`config.mk`:
```
export PLATFORM = sky130hd
export DESIGN_NAME = agp_gpio_port
export DESIGN_NICKNAME = d
export VERILOG_FILES = /design/src/verilog/agp_pkg.sv /design/src/verilog/agp_spi_shift.sv /design/src/verilog/agp_gpio_port.sv
export SDC_FILE = /design/constraint.sdc
export NUM_CORES = 1
export LEC_CHECK = 0
export ABC_CLOCK_PERIOD_IN_PS = 4000
export BUFFER_PORTS_ARGS = -buffer_cell sky130_fd_sc_hd__clkbuf_2
export CORE_ASPECT_RATIO = 0.6
export CORE_MARGIN = 3
export CORE_UTILIZATION = 50
export CTS_CLUSTER_SIZE = 40
export DETAILED_ROUTE_END_ITERATION = 12
export HOLD_SLACK_MARGIN = 0.05
export PLACE_DENSITY_LB_ADDON = 0.05
export SLEW_MARGIN = 5
export SYNTH_ARGS = -nofsm -noshare
export SYNTH_HDL_FRONTEND = slang
export SYNTH_SLANG_ARGS = --single-unit
```
`constraint.sdc`:
```
create_clock -name mclk_i -period 4 [get_ports mclk_i]
set_clock_uncertainty 0.05 [all_clocks]
set_input_delay 1.2 -clock mclk_i [delete_from_list [all_inputs] [get_ports mclk_i]]
set_output_delay 1.2 -clock mclk_i [all_outputs]
set_load 0.05 [all_outputs]
```
`src/verilog/agp_pkg.sv`:
```
`default_nettype none
package agp_pkg;
  // ----------------------------------------------------------------
  // Register map and fields
  // ----------------------------------------------------------------
  localparam logic [3:0] OFF_ENABLE = 4'hc;
  localparam logic [3:0] OFF_DIR = 4'hd;
  localparam logic [3:0] OFF_LEVEL = 4'he;
  localparam logic [7:0] RESET_ENABLE = 8'h00;
  localparam logic [7:0] RESET_DIR = 8'h00;
  localparam logic [7:0] RESET_LEVEL = 8'h00;
  localparam logic [7:0] MASK_FOUR_PIN = 8'h0f;
  localparam logic [7:0] MASK_EIGHT_PIN = 8'hff;
  localparam logic [7:0] READ_UNMAPPED = 8'h00;

  // ----------------------------------------------------------------
  // Serial command framing
  // ----------------------------------------------------------------
  localparam logic [3:0] CMD_READ = 4'h2;
  localparam logic [3:0] CMD_WRITE = 4'h4;
  localparam logic [2:0] BIT_FIRST = 3'h0;
  localparam logic [2:0] BIT_LAST = 3'h7;

  typedef enum logic [2:0] {
    ST_CMD,
    ST_WCNT,
    ST_RCNT,
    ST_WDATA,
    ST_RDATA,
    ST_SKIP
  } agp_state_t;
endpackage
`default_nettype wire

```
`src/verilog/agp_spi_shift.sv`:
```
`timescale 1ns/1ps
`default_nettype none
module agp_spi_shift (
  input wire logic mclk_i,
  input wire logic reset_i,
  input wire logic ce_i,
  input wire logic sclk_i,
  input wire logic cs_n_i,
  input wire logic mosi_i,
  input wire logic [7:0] tx_byte_i,
  output logic [7:0] rx_byte_o,
  output logic rx_valid_o,
  output logic cs_n_sync_o,
  output logic dout_o,
  output logic dout_oe_o
);
  // ----------------------------------------------------------------
  // Pin synchronisers
  // ----------------------------------------------------------------
  // The serial clock is oversampled, so the host must keep each SCLK
  // phase at least three system clocks long.
  logic sclk_s1_q, sclk_s2_q, sclk_prev_q;
  logic cs_s1_q, cs_s2_q, mosi_s1_q, mosi_s2_q;
  logic [2:0] bit_q, bit_d;
  logic [6:0] rx_sr_q, rx_sr_d;
  logic [7:0] tx_sr_q, tx_sr_d, rx_byte_d;
  logic dout_d, oe_d, rx_valid_d;
  logic rise, fall;

  assign rise = sclk_s2_q & ~sclk_prev_q;
  assign fall = ~sclk_s2_q & sclk_prev_q;

  // ----------------------------------------------------------------
  // Shifter
  // ----------------------------------------------------------------
  always_comb begin
    bit_d = bit_q;
    rx_sr_d = rx_sr_q;
    tx_sr_d = tx_sr_q;
    rx_byte_d = rx_byte_o;
    dout_d = dout_o;
    oe_d = 1'b1;
    rx_valid_d = 1'b0;
    if (cs_s2_q) begin
      bit_d = agp_pkg::BIT_FIRST;
      dout_d = 1'b0;
      oe_d = 1'b0;
    end else begin
      if (rise) begin
        if (bit_q == agp_pkg::BIT_FIRST) begin
          dout_d = tx_byte_i[7];
          tx_sr_d = {tx_byte_i[6:0], 1'b0};
        end else begin
          dout_d = tx_sr_q[7];
          tx_sr_d = {tx_sr_q[6:0], 1'b0};
        end
      end
      if (fall) begin
        rx_sr_d = {rx_sr_q[5:0], mosi_s2_q};
        bit_d = bit_q + 3'h1;
        if (bit_q == agp_pkg::BIT_LAST) begin
          rx_byte_d = {rx_sr_q, mosi_s2_q};
          rx_valid_d = 1'b1;
        end
      end
    end
  end

  always_ff @(posedge mclk_i or posedge reset_i) begin
    if (reset_i) begin
      sclk_s1_q <= 1'b0;
      sclk_s2_q <= 1'b0;
      sclk_prev_q <= 1'b0;
      cs_s1_q <= 1'b1;
      cs_s2_q <= 1'b1;
      mosi_s1_q <= 1'b0;
      mosi_s2_q <= 1'b0;
      bit_q <= agp_pkg::BIT_FIRST;
      rx_sr_q <= 7'h00;
      tx_sr_q <= 8'h00;
      rx_byte_o <= 8'h00;
      rx_valid_o <= 1'b0;
      dout_o <= 1'b0;
      dout_oe_o <= 1'b0;
    end else if (ce_i) begin
      sclk_s1_q <= sclk_i;
      sclk_s2_q <= sclk_s1_q;
      sclk_prev_q <= sclk_s2_q;
      cs_s1_q <= cs_n_i;
      cs_s2_q <= cs_s1_q;
      mosi_s1_q <= mosi_i;
      mosi_s2_q <= mosi_s1_q;
      bit_q <= bit_d;
      rx_sr_q <= rx_sr_d;
      tx_sr_q <= tx_sr_d;
      rx_byte_o <= rx_byte_d;
      rx_valid_o <= rx_valid_d;
      dout_o <= dout_d;
      dout_oe_o <= oe_d;
    end
  end

  assign cs_n_sync_o = cs_s2_q;
endmodule
`default_nettype wire

```
`src/verilog/agp_gpio_port.sv`:
```
`timescale 1ns/1ps
`default_nettype none
module agp_gpio_port #(
  parameter bit EIGHT_PIN = 1'b1
) (
  input wire logic mclk_i,
  input wire logic reset_i,
  input wire logic ce_i,
  input wire logic sclk_i,
  input wire logic cs_n_i,
  input wire logic din_i,
  output logic dout_o,
  output logic dout_oe_o,
  input wire logic [7:0] pin_in_i,
  output logic [7:0] pin_out_o,
  output logic [7:0] pin_oe_o
);
  localparam logic [7:0] PIN_MASK = EIGHT_PIN ? agp_pkg::MASK_EIGHT_PIN
                                              : agp_pkg::MASK_FOUR_PIN;

  // ----------------------------------------------------------------
  // Register read decode
  // ----------------------------------------------------------------
  function automatic logic [7:0] read_reg(input logic [3:0] addr, input logic [7:0] en,
                                          input logic [7:0] dir, input logic [7:0] level,
                                          input logic [7:0] pins);
    logic [7:0] sampled;
    sampled = en & dir;
    unique case (addr)
      agp_pkg::OFF_ENABLE: read_reg = en & PIN_MASK;
      agp_pkg::OFF_DIR: read_reg = dir & PIN_MASK;
      // Only enabled inputs show the pin; outputs and idle pins show the store.
      agp_pkg::OFF_LEVEL: read_reg = ((level & ~sampled) | (pins & sampled)) & PIN_MASK;
      default: read_reg = agp_pkg::READ_UNMAPPED;
    endcase
  endfunction

  // Pin levels pass two flops before a read sees them, so an input read
  // shows the pin as it stood a few clocks before its byte is loaded.
  logic [7:0] rx_byte, pin_s1_q, pin_s2_q;
  logic rx_valid, cs_n_sync;
  agp_pkg::agp_state_t state_q, state_d;
  logic [3:0] addr_q, addr_d;
  logic [7:0] count_q, count_d, tx_byte_q, tx_byte_d;
  logic [7:0] en_q, en_d, dir_q, dir_d, level_q, level_d, oe_d;
  logic wr_en;

  agp_spi_shift u_shift (
    .mclk_i(mclk_i),
    .reset_i(reset_i),
    .ce_i(ce_i),
    .sclk_i(sclk_i),
    .cs_n_i(cs_n_i),
    .mosi_i(din_i),
    .tx_byte_i(tx_byte_q),
    .rx_byte_o(rx_byte),
    .rx_valid_o(rx_valid),
    .cs_n_sync_o(cs_n_sync),
    .dout_o(dout_o),
    .dout_oe_o(dout_oe_o)
  );

  // ----------------------------------------------------------------
  // Command sequencer and registers
  // ----------------------------------------------------------------
  always_comb begin
    state_d = state_q;
    addr_d = addr_q;
    count_d = count_q;
    wr_en = 1'b0;
    if (cs_n_sync) begin
      state_d = agp_pkg::ST_CMD;
    end else if (rx_valid) begin
      unique case (state_q)
        agp_pkg::ST_CMD: begin
          addr_d = rx_byte[3:0];
          if (rx_byte[7:4] == agp_pkg::CMD_WRITE) begin
            state_d = agp_pkg::ST_WCNT;
          end else if (rx_byte[7:4] == agp_pkg::CMD_READ) begin
            state_d = agp_pkg::ST_RCNT;
          end else begin
            state_d = agp_pkg::ST_SKIP;
          end
        end
        agp_pkg::ST_WCNT: begin
          count_d = rx_byte;
          state_d = agp_pkg::ST_WDATA;
        end
        agp_pkg::ST_RCNT: begin
          count_d = rx_byte;
          state_d = agp_pkg::ST_RDATA;
        end
        // The count byte is one less than the number of data bytes, so a
        // count of zero still moves one byte before the frame is skipped.
        agp_pkg::ST_WDATA, agp_pkg::ST_RDATA: begin
          wr_en = (state_q == agp_pkg::ST_WDATA);
          addr_d = addr_q + 4'h1;
          count_d = count_q - 8'h01;
          if (count_q == 8'h00) begin
            state_d = agp_pkg::ST_SKIP;
          end
        end
        // Unknown commands and trailing bytes end here until the select rises.
        agp_pkg::ST_SKIP: begin
          state_d = agp_pkg::ST_SKIP;
        end
      endcase
    end
  end

  always_comb begin
    en_d = en_q;
    dir_d = dir_q;
    level_d = level_q;
    if (wr_en) begin
      unique case (addr_q)
        agp_pkg::OFF_ENABLE: en_d = rx_byte & PIN_MASK;
        agp_pkg::OFF_DIR: dir_d = rx_byte & PIN_MASK;
        // Input pins keep the value in store only; the drive below stays off.
        agp_pkg::OFF_LEVEL: level_d = rx_byte & PIN_MASK;
        default: level_d = level_q;
      endcase
    end
    // Enable and direction are taken from the next values so a pin starts
    // driving in the very cycle its write lands.
    oe_d = en_d & ~dir_d & PIN_MASK;
    tx_byte_d = (state_d == agp_pkg::ST_RDATA) ?
                read_reg(addr_d, en_d, dir_d, level_d, pin_s2_q) : agp_pkg::READ_UNMAPPED;
  end

  always_ff @(posedge mclk_i or posedge reset_i) begin
    // Reset leaves every shared pin analog and undriven.
    if (reset_i) begin
      pin_s1_q <= 8'h00;
      pin_s2_q <= 8'h00;
      state_q <= agp_pkg::ST_CMD;
      addr_q <= 4'h0;
      count_q <= 8'h00;
      tx_byte_q <= 8'h00;
      en_q <= agp_pkg::RESET_ENABLE;
      dir_q <= agp_pkg::RESET_DIR;
      level_q <= agp_pkg::RESET_LEVEL;
      pin_out_o <= agp_pkg::RESET_LEVEL;
      pin_oe_o <= 8'h00;
    end else if (ce_i) begin
      pin_s1_q <= pin_in_i;
      pin_s2_q <= pin_s1_q;
      state_q <= state_d;
      addr_q <= addr_d;
      count_q <= count_d;
      tx_byte_q <= tx_byte_d;
      en_q <= en_d;
      dir_q <= dir_d;
      level_q <= level_d;
      pin_out_o <= level_d;
      pin_oe_o <= oe_d;
    end
  end
endmodule
`default_nettype wire

```
# After elaboration in Yosys (flattened, before gate mapping)
# Index checks and enable logic that the tools add are counted.
# totals
reg_bits,107
out_inout_bits,18
elab_cells,99
inputBits,14
# op_classes
n_bitwise,12
n_reduce_logical,14
n_eq_ne,15
n_addsub,3
mux,31
# op_table
operator,count
8-bit 2-to-1 mux,8
8-bit AND,4
"4-bit equality test, second input constant",6
8-bit one-hot mux with 3 select lines,1
3-bit 2-to-1 mux,7
8-bit NOT,2
8-bit one-hot mux with 2 select lines,1
3-bit one-hot mux with 5 select lines,1
"3-bit equality test, second input constant",4
1-bit 2-to-1 mux,10
8-bit zero test,1
4-bit 2-to-1 mux,2
8-bit OR,1
4-bit one-hot mux with 2 select lines,1
4-bit AND reduction,2
"8-bit by 1-bit subtractor with 8-bit output, second input constant",1
"3-bit by 2-bit equality test with 1-bit output, second input constant",2
3-bit zero test,2
3-bit AND reduction,2
2-bit nonzero test,3
"4-bit by 1-bit adder with 4-bit output, second input constant",1
"4-bit by 2-bit equality test with 1-bit output, second input constant",1
"4-bit by 3-bit equality test with 1-bit output, second input constant",1
2-bit AND reduction,2
other kinds (5),9

# Depth between registers and ports, before layout
# Gate-level depths: netlist of run 1.
# depth
depth_word,12
depth_mapped,10
ltp_nobuf,9

# Cells and area by module
# A second synthesis of run 1 with hierarchy kept.
# unflattened
cells_unflattened,511
hier_area_um2,5686.7
# by_module_without_submodules
module,n_inst,seq_area_each_um2,cells_per_inst,area_each_um2
agp_gpio_port,1,1776.7,400,4146.5
agp_spi_shift,1,878.3,111,1540.2

# Worst setup path before layout of run 1
# OpenSTA, ideal clock, no wires.
# synth_path
path_type,input to register
from,input port ce_i
to,register u_shift.rx_sr_q[0]
n_path_buf,2
t_required_ns,3.825
t_arrival_ns,2.429
cell_stages,5
setup_time_ns,0.125
path_slack_ns,1.396
cell_sequence,clkbuf_1 -> nor2b_1 -> and2_1 -> clkbuf_1 -> mux2_2
# synth_between
elab_chain_len,1
# synth_rtl
element,line_no,rtl
start: declaration,agp_gpio_port.sv:8,"input wire logic ce_i,"
3-bit AND reduction (no line),-,
end signal: assignment,agp_spi_shift.sv:94,rx_sr_q <= rx_sr_d;
end: declaration,agp_spi_shift.sv:25,"logic [6:0] rx_sr_q, rx_sr_d;"
# Every way passes these cells.
# A chain may end at the register's enable or synchronous reset.

# Worst setup path after layout of run 1
# layout_path
from,register addr_q[0]
to,register tx_byte_q[3]
# layout_between
elab_chain_len,9
elab_cells_between_ends,23
classes_between,1 x add/sub; 6 x eq/ne; 11 x mux; 5 x bitwise
# layout_rtl
element,line_no,rtl
start: declaration,agp_gpio_port.sv:43,"logic [3:0] addr_q, addr_d;"
start signal: assignment,agp_gpio_port.sv:149,addr_q <= addr_d;
"parallel branches: the longest is 7 deep, another holds 4-bit by 1-bit adder with 4-bit output",-,
8-bit one-hot mux with 3 select lines (*),agp_gpio_port.sv:29,unique case (addr)
8-bit 2-to-1 mux (*),agp_gpio_port.sv:127,tx_byte_d = (state_d == agp_pkg::ST_RDATA) ?
end signal: assignment,agp_gpio_port.sv:151,tx_byte_q <= tx_byte_d;
end: declaration,agp_gpio_port.sv:44,"logic [7:0] count_q, count_d, tx_byte_q, tx_byte_d;"
# Every way passes the cells marked *.

==> impl_metrics.toml, run 1 <==
[finish]
seqCellArea_um2 = 2660
multi_input_area_um2 = 2460
antenna_cells = 0
final_common_cell = "dfrtp_1"
fin_nets = 536
drive_above_1_share_pct = 25.7
final_cell_mix = "104 x dfrtp_1, 62 x mux2_2, 40 x o21ai_0, 36 x a21oi_1, 34 x inv_1"
fillers = 869
syn_to_final_growth_pct = 10.3

[logic_synthesis]
seq_area_frac_synth_pct = 49.2
synth_area_leaders = "dfrtp_1 48%, mux2_2 13%, mux2i_1 5.9%, o21ai_0 3.7%, a21oi_1 3.3%"
synth_nets = 516
yosys.area.top_type_share_pct = 48.2
synthArstFlopShare_pct = 100
ys_warn_count = 0
synth.cell_area_um2 = 5400
synth.distinct_cells = 56
syn_inst = 493
yosysTopAreaCell = "dfrtp_1"
avgSynthCellArea_um2 = 10.9
synth_edf_count = 0
ys.flop_type = "dfrtp_1"
yosys_register_bits = 106

[sta]
worst_slew_pin_slew_ns = 0.827
period_minus_slack_ns = 2.86
hold_viol = 0
tns_ns = 0
timing.hold.ws_ns = 0.456
fin_ws_ns = 1.14
post-route-period-util_pct = 71.5
rsz0062_at_grt = "no"
slew_violations = 0
relSlewSlack_pct = 44.7
setup_viol = 0
fmax_mhz = 350

[setup_path]
cp_slowest_cell = "nor4_4"
end_kind = "register"
critPathKind = "register to register"
worst-path-buf-inv = 2
worstPathArrival_ns = 3.01
crit_family = "simple AND/OR/NAND/NOR gates"
path_common_cell = "inv_1"
path_max_fanout = 8
path_cells = "inv_1 > ha_1 > inv_1 > nor4_4 > mux2i_1 > o21ai_0 > o311a_1 > a21oi_1 > o22ai_1"
critical_path_required_ns = 4.15
start_kind = "register"
critPathMaxStageDelay_ns = 0.69

[grt]
antenna_found_initial = 0
grt_pass1_wl_mm = 21.0
grt_start_max_net_pins = 71
first_global_vias = 3790
grt.total_usage_pct = 22.2
grt-ovfl-total = 0

[route]
ant_nets = 0
drtIter0Drc = 280
wirelength_mm = 12.3
wire_per_inst_um = 18.9
drc = 0
vias = 3815
drtPass1Iterations = 4
viasPerCell = 5.84

[cts]
clk_path_buf_depth = 2
clock_latency_ns = 0.35
htreeDepth = 3
cts_setup_buffers = 0
cts_buffers = 9
postCtsHoldBufs = 0
clock-root-buffer = "clkbuf_16"
cts.sinks = 106
path_clk_slew_ns = 0.08
cts_tree = "built"
ctsResizeCount = 0

[floorplanning]
row_count = 28
die-area_um2 = 12100
io_pins = 32
initial_core_util_pct = 52.9
die_h_um = 86.5
die_w_um = 140
coreArea_um2 = 10200

[power_and_ir_drop]
peakVddDrop_uv = 219
p_leak_nw = 2.64
power_density_nw_per_um2 = 422

[placed_design]
routabilityCongestion = 0.858
port_buffers = 31
post-place-ws_ns = 0.929
dp.final_hpwl_mm = 8.70

[hold_path]
hp-class = "register to register"

[run_status]
status = "complete, no violations"

[flow_run]
maxCapViolations = 0
## final timing paths
check	start	to	slack [ns]	cells after the start
min in group asynchronous	reset_i	pin_s1_q[6]	0.94	2
worst max-delay path	addr_q[0]	tx_byte_q[3]	1.14	9
max in group asynchronous	reset_i	u_shift.rx_sr_q[6]	2.21	3
worst max register to register	addr_q[0]	tx_byte_q[3]	1.14	9
worst min-delay path	pin_s1_q[4]	pin_s1_q[4]	0.46	1
worst min register to register	pin_s1_q[4]	pin_s1_q[4]	0.46	1
## layout make-up
class                      instances  share of cell area, %
timing repair buffer              41                   4.08
clock inverter                     6                   1.01
clock buffer                      10                   3.85
multi-input combinational        320                   41.4
inverter                          35                   2.27
sequential                       106                   44.6
tap                              135                   2.84
## synthesized netlist by cell type, drive strengths merged (2+ instances only)
library cell	count
a211oi	5
nand2	11
or3	2
o21ai	40
nor3b	5
a32oi	2
nor2b	5
a31oi	7
mux2i	32
dfstp	2
nor3	8
clkbuf	21
xor2	2
nand4	2
ha	9
o311a	7
buf	11
mux2	62
o22ai	11
nand3	5
nor2	29
inv	35
nand3b	10
a22oi	2
dfrtp	104
a21oi	36
nor4	3
xnor2	2
and3	4
nand2b	4
a22o	2
## cell families (layout without fill, tap and decap cells)
family / after synthesis / count (layout) / synth area share, %
multiplexers: 94 / 94 / 18.9
adder cells (fa/ha/maj): 9 / 9 / 2.09
flip-flops: 106 / 106 / 49.2
AND/OR/NAND/NOR: 93 / 93 / 10.0
AO/OA/AOI/OAI: 120 / 120 / 13.9
XOR/XNOR: 4 / 4 / 0.649
buffers and inverters: 67 / 92 / 5.26
## worst register-to-register path: cells and delay by family, from the launching register on
| kind | cells | cell delay, ns |
|---|---|---|
| mux | 1 | 0.40 |
| buf+inv | 2 | 0.22 |
| compound gates | 4 | 0.68 |
| simple gates | 1 | 0.69 |
| flops | 1 | 0.47 |
| fa+ha+maj | 1 | 0.20 |
## flip-flops by register name, summed over array words and instances, names as in the netlist, 7 cells and up
signal             flops
u_shift.tx_sr_q        7
pin_s1_q               8
pin_s2_q               8
dir_q                  8
en_q                   8
u_shift.rx_byte_o      8
level_q                8
tx_byte_q              8
count_q                8
u_shift.rx_sr_q        7
pin_oe_o               8
## power breakdown
part           internal (mW)  switching (mW)  leakage [nW]  total [mW]
sequential              1.18          0.0961          1.38        1.28
combinational          0.152           0.212          1.13       0.364
clock                  0.437           0.431         0.134       0.868
## metal layers
metal,vias to the layer above,global-route usage [%],part of all wire [%]
met5,-,0,0
met1,1904,34.3,52
met2,90,32.3,42
li1,1810,-,-
met4,0,5.10,0.98
met3,11,4.30,4.6
## per-stage QoR
step           instance area, um^2  total power [mW]  std cells  util [%]
2_1_floorplan                 5400              1.56        493         -
3_3_place_gp                  5660              1.65        637      55.6
6_report                      5950              2.51        653      58.4
5_1_grt                       5950              2.65        653      58.4
4_1_cts                       5950              2.53        653      58.4
3_5_place_dp                  5660              1.67        637      55.6
(Power assumes the default switching activity.)
==> run 2, diff against run 1 <==
--- a/config.mk
+++ b/config.mk
@@ -5,7 +5,7 @@
 export SDC_FILE = /design/constraint.sdc
 export NUM_CORES = 1
 export LEC_CHECK = 0
-export ABC_CLOCK_PERIOD_IN_PS = 4000
+export ABC_CLOCK_PERIOD_IN_PS = 2500
 export BUFFER_PORTS_ARGS = -buffer_cell sky130_fd_sc_hd__clkbuf_2
 export CORE_ASPECT_RATIO = 0.6
 export CORE_MARGIN = 3
==> constraint.sdc (replaced) <==
create_clock -name mclk_i -period 2.5 [get_ports mclk_i]
set_clock_uncertainty 0.05 [all_clocks]
set_input_delay 0.75 -clock mclk_i [delete_from_list [all_inputs] [get_ports mclk_i]]
set_output_delay 0.75 -clock mclk_i [all_outputs]
set_load 0.05 [all_outputs]
==> run 2 against run 1 <==
  * Clock power grew 59%
  * Cell area up 3.7%
  * Fmax up 22%
  * Utilization up 2.2 points
  * First-iteration DRC count grew 27%
  * Combinational power is 74% higher
  * Non-clock buffer count up 20
  * Worst hold slack worse by 0.077 ns
  * Die area stayed put
  * Via count increased by 3.3%
  * Cell count grew 3.1%
  * Highest routed layer unchanged
==> impl_metrics.toml, run 2 (synthesis results as in run 1) <==
[floorplanning]
row_count = 28
io_pins = 32
die-area_um2 = 12100
die_h_um = 86.5
initial_core_util_pct = 52.9
die_w_um = 140
coreArea_um2 = 10200

[flow_run]
maxCapViolations = 0

[setup_path]
worst-path-buf-inv = 0
end_kind = "register"
critPathMaxStageDelay_ns = 0.48
crit_family = "simple AND/OR/NAND/NOR gates"
cp_slowest_cell = "dfrtp_2"
critical_path_required_ns = 2.71
critPathKind = "register to register"
path_cells = "or3_4 > a2111oi_4 > nand3b_2 > and3_4 > a211oi_2 > nand3_4 > o22ai_1"
path_max_fanout = 9
start_kind = "register"
worstPathArrival_ns = 2.55

[sta]
hold_viol = 0
fmax_mhz = 426
timing.hold.ws_ns = 0.379
tns_ns = 0
fin_ws_ns = 0.152
slew_violations = 0
worst_slew_pin_slew_ns = 0.603
rsz0062_at_grt = "no"
post-route-period-util_pct = 93.9
relSlewSlack_pct = 59.6
setup_viol = 0
period_minus_slack_ns = 2.35

[finish]
stdcell_area_um2 = 6170
antenna_cells = 0
syn_to_final_growth_pct = 14.4
multi_input_area_um2 = 2500
final_common_cell = "dfrtp_1"
fillers = 859
seqCellArea_um2 = 2660
final_cell_mix = "102 x dfrtp_1, 62 x mux2_2, 39 x o21ai_0, 36 x a21oi_1, 33 x inv_1"
fin_nets = 556
drive_above_1_share_pct = 30.5

[cts]
cts_buffers = 9
postCtsHoldBufs = 0
clock_latency_ns = 0.34
cts.sinks = 106
clock-root-buffer = "clkbuf_16"
path_clk_slew_ns = 0.07
cts_tree = "built"
clk_path_buf_depth = 2
htreeDepth = 3

[placed_design]
dp.final_hpwl_mm = 9.20
routabilityCongestion = 0.903
post-place-ws_ns = -0.0983
port_buffers = 31
placed_area_um2 = 5830

[grt]
first_global_vias = 3823
grt_start_max_net_pins = 49
grt.total_usage_pct = 22.5
antenna_found_initial = 0
grt-ovfl-total = 0
grt_pass1_wl_mm = 21.4

[power_and_ir_drop]
p_leak_nw = 2.77
power_density_nw_per_um2 = 657
peakVddDrop_uv = 413
finalPower_mw = 4.06

[route]
ant_nets = 0
drtIter0Drc = 355
drc = 0
wirelength_mm = 12.8
viasPerCell = 5.85
wire_per_inst_um = 19.1
vias = 3939
drtPass1Iterations = 5

[hold_path]
hp-class = "primary input to async pin"

[run_status]
status = "complete, no violations"
-- run 2: cell count changes in the layout (fill, tap and decap cells not counted), sizes merged --
cell	delta
buf	+20
clkbuf	+1
clkinv	+1
clkinvlp	-1
inv	-1
-- run 2: routing by layer --
layer / share of wire [%] / GRT usage [%]
met2: 41 / 31.4
met4: 0.97 / 4.40
met1: 52 / 35.6
met3: 6.0 / 5.40
met5: 0 / 0
-- run 2: per-stage QoR --
step | util [%] | cells
global route | 60.6 | 673
detailed placement | 57.2 | 656
finish | 60.6 | 673
CTS | 60.1 | 672
global placement | 57.2 | 656
floorplan | - | 493
-- run 2: final cells by class --
cell class | instances | share of cell area [%]
clock inverters | 5 | 0.730
well taps | 135 | 2.74
clock buffers | 11 | 3.93
inverters | 35 | 2.19
repair buffers | 61 | 6.83
flip-flops and latches | 106 | 43.0
multi-input cells | 320 | 40.5
-- run 2: worst register-to-register path, delay by kind of cell (launching register included) --
family,cells,cell delay [ns]
AOI/OAI and AO/OA,3,0.81
DFF,1,0.48
and+or+nand+nor,4,0.92
-- run 2: path summary, 6_finish.rpt --
path	from	cells past startpoint	slack [ns]	to
max	state_q[2]	7	0.15	tx_byte_q[5]
min	reset_i	2	0.38	pin_s2_q[6]
max reg2reg	state_q[2]	7	0.15	tx_byte_q[5]
min reg2reg	u_shift.sclk_s1_q	1	0.45	u_shift.sclk_s1_q
max in group asynchronous	reset_i	3	1.38	count_q[1]
min in group mclk_i	u_shift.sclk_s1_q	1	0.45	u_shift.sclk_s1_q
-- run 2: where the power goes --
group	leakage [nW]	switching [mW]	internal [mW]	total (mW)
Clock	0.138	0.660	0.719	1.38
Sequential	1.38	0.151	1.89	2.04
Combinational	1.26	0.361	0.272	0.633
Total	2.77	1.17	2.88	4.06
-- run 2: what timing repair did --
| action | 4_1_cts | 5_1_grt |
|---|---|---|
| buffers inserted | 0 | 1 |
| gates cloned | 0 | 0 |
| resized for setup | 2 | 12 |
| endpoints found under the setup margin | 8 | 8 |
| pin swaps | 0 | 2 |
==> run 3, diff against run 2 <==
--- a/config.mk
+++ b/config.mk
@@ -5,7 +5,7 @@
 export SDC_FILE = /design/constraint.sdc
 export NUM_CORES = 1
 export LEC_CHECK = 0
-export ABC_CLOCK_PERIOD_IN_PS = 2500
+export ABC_CLOCK_PERIOD_IN_PS = 2200
 export BUFFER_PORTS_ARGS = -buffer_cell sky130_fd_sc_hd__clkbuf_2
 export CORE_ASPECT_RATIO = 0.6
 export CORE_MARGIN = 3
==> constraint.sdc (replaced) <==
create_clock -name mclk_i -period 2.2 [get_ports mclk_i]
set_clock_uncertainty 0.05 [all_clocks]
set_input_delay 0.66 -clock mclk_i [delete_from_list [all_inputs] [get_ports mclk_i]]
set_output_delay 0.66 -clock mclk_i [all_outputs]
set_load 0.05 [all_outputs]
==> run 3 against run 2 <==
  * The flow now finishes with violations (setup timing)
  * Combinational power rose by 40%
  * Largest power group unchanged
  * Die area unchanged
  * Critical path type unchanged
  * First-iteration DRC count increased by 5.4%
  * Fmax up 2.7%
==> impl_metrics.toml, run 3 (synthesis results as in run 1) <==
[finish]
drive_above_1_share_pct = 40.3
fin_nets = 601
stdcell_area_um2 = 6790
final_common_cell = "dfrtp_1"
antenna_cells = 0
final_util_pct = 66.6
final_cell_mix = "99 x dfrtp_1, 70 x buf_4, 62 x mux2_2, 36 x o21ai_0, 33 x a21oi_1"
syn_to_final_growth_pct = 25.8

[route]
vias = 4137
drtIter0Drc = 374
wirelength_mm = 13.3
wire_per_inst_um = 18.5
ant_nets = 0
viasPerCell = 5.76
drc = 0
drtPass1Iterations = 5

[setup_path]
critPathKind = "register to register"
start_kind = "register"
path_max_fanout = 9
reg2reg_depth = 10
critical_path_required_ns = 2.41
worstPathArrival_ns = 2.50
path_depth = 10
critPathMaxStageDelay_ns = 0.49
worst-path-buf-inv = 3
path_cells = "buf_4 > nor3b_2 > buf_4 > nand3_1 > o221ai_4 > nor2b_1 > buf_4 > o311a_1 > a21oi_2 > o22ai_1"
end_kind = "register"
crit_family = "buffers and inverters"
path_common_cell = "buf_4"
cp_slowest_cell = "dfrtp_2"

[sta]
hold_viol = 0
slew_violations = 0
fmax_mhz = 437
timing.hold.ws_ns = 0.174
fin_ws_ns = -0.0872
relSlewSlack_pct = 64.2
period_minus_slack_ns = 2.29
worst_slew_pin_slew_ns = 0.538
rsz0062_at_grt = "yes"
setup_viol = 8
post-route-period-util_pct = 104

[placed_design]
port_buffers = 31
placed_area_um2 = 6100
routabilityCongestion = 0.980
dp.final_hpwl_mm = 9.20

[floorplanning]
die-area_um2 = 12100
io_pins = 32
row_count = 28
initial_core_util_pct = 52.9
die_h_um = 86.5
coreArea_um2 = 10200
die_w_um = 140

[power_and_ir_drop]
peakVddDrop_uv = 563
p_leak_nw = 3.11
power_density_nw_per_um2 = 735

[cts]
cts_tree = "built"
path_clk_slew_ns = 0.07
clock-root-buffer = "clkbuf_16"
cts_buffers = 9
htreeDepth = 3
cts.sinks = 106
clk_path_buf_depth = 2
clock_latency_ns = 0.34

[grt]
grt_start_max_net_pins = 63
grt.total_usage_pct = 22.4
grt-ovfl-total = 0
first_global_vias = 4010
grt_pass1_wl_mm = 21.3
antenna_found_initial = 0

[hold_path]
hp-class = "primary input to async pin"

[run_status]
violations = "setup timing"
status = "complete, but fails checks"

[flow_run]
maxCapViolations = 0
## run 3: power by group
part           switching (mW)  total (mW)  internal [mW]
Combinational           0.478       0.887          0.409
Sequential              0.158        2.31           2.15
Clock                   0.746        1.79           1.04
Total                    1.38        4.99           3.61
## run 3: layout make-up
class | instances | area, um^2
clock buffers | 10 | 239
fillers | 798 | 3410
multi-input cells | 320 | 2710
flip-flops and latches | 106 | 2660
clock inverters | 6 | 93.8
inverters | 35 | 140
well taps | 135 | 169
repair buffers | 106 | 772
## run 3: final timing paths
kind	slack (ns)	to	startpoint
min in group mclk_i	0.46	pin_s1_q[1]	pin_s1_q[1]
max in group asynchronous	1.21	u_shift.cs_s1_q	reset_i
worst min-delay path	0.17	pin_s2_q[6]	reset_i
worst min register to register	0.46	pin_s1_q[1]	pin_s1_q[1]
worst max register to register	-0.09	tx_byte_q[2]	state_q[1]
worst max-delay path	-0.09	tx_byte_q[2]	state_q[1]
## run 3: per-layer routing
layer	part of all wire (%)	GRT usage, %	vias up
met5	0	0	-
li1	-	-	1945
met2	43	32.2	117
met4	0.96	5.72	0
met3	5.4	5.13	16
met1	51	34.5	2059
## run 3: per-stage QoR
stage          TNS (ns)  setup slack [ns]  power, mW  std cells
3_5_place_dp      -1.89            -0.281       3.17        690
5_1_grt           -1.30            -0.188       5.20        718
2_1_floorplan   -0.0374           -0.0374       2.85        493
6_report         -0.569           -0.0872       4.99        718
4_1_cts          -0.644           -0.0974       4.97        711
3_3_place_gp      -1.21            -0.153       3.13        690
## run 3: worst reg2reg max path: cells and delay by family, from the launching register on
kind,cells,cell delay (ns)
buffers and inverters,3,0.57
and+or+nand+nor,3,0.56
DFF,1,0.49
AOI/OAI and AO/OA,4,0.55
## run 3: timing repair
item,CTS,global route
gates resized for setup,24,31
buffers inserted,5,7
pin swaps,9,3
hold buffers,0,0
endpoints found under the setup margin,8,20
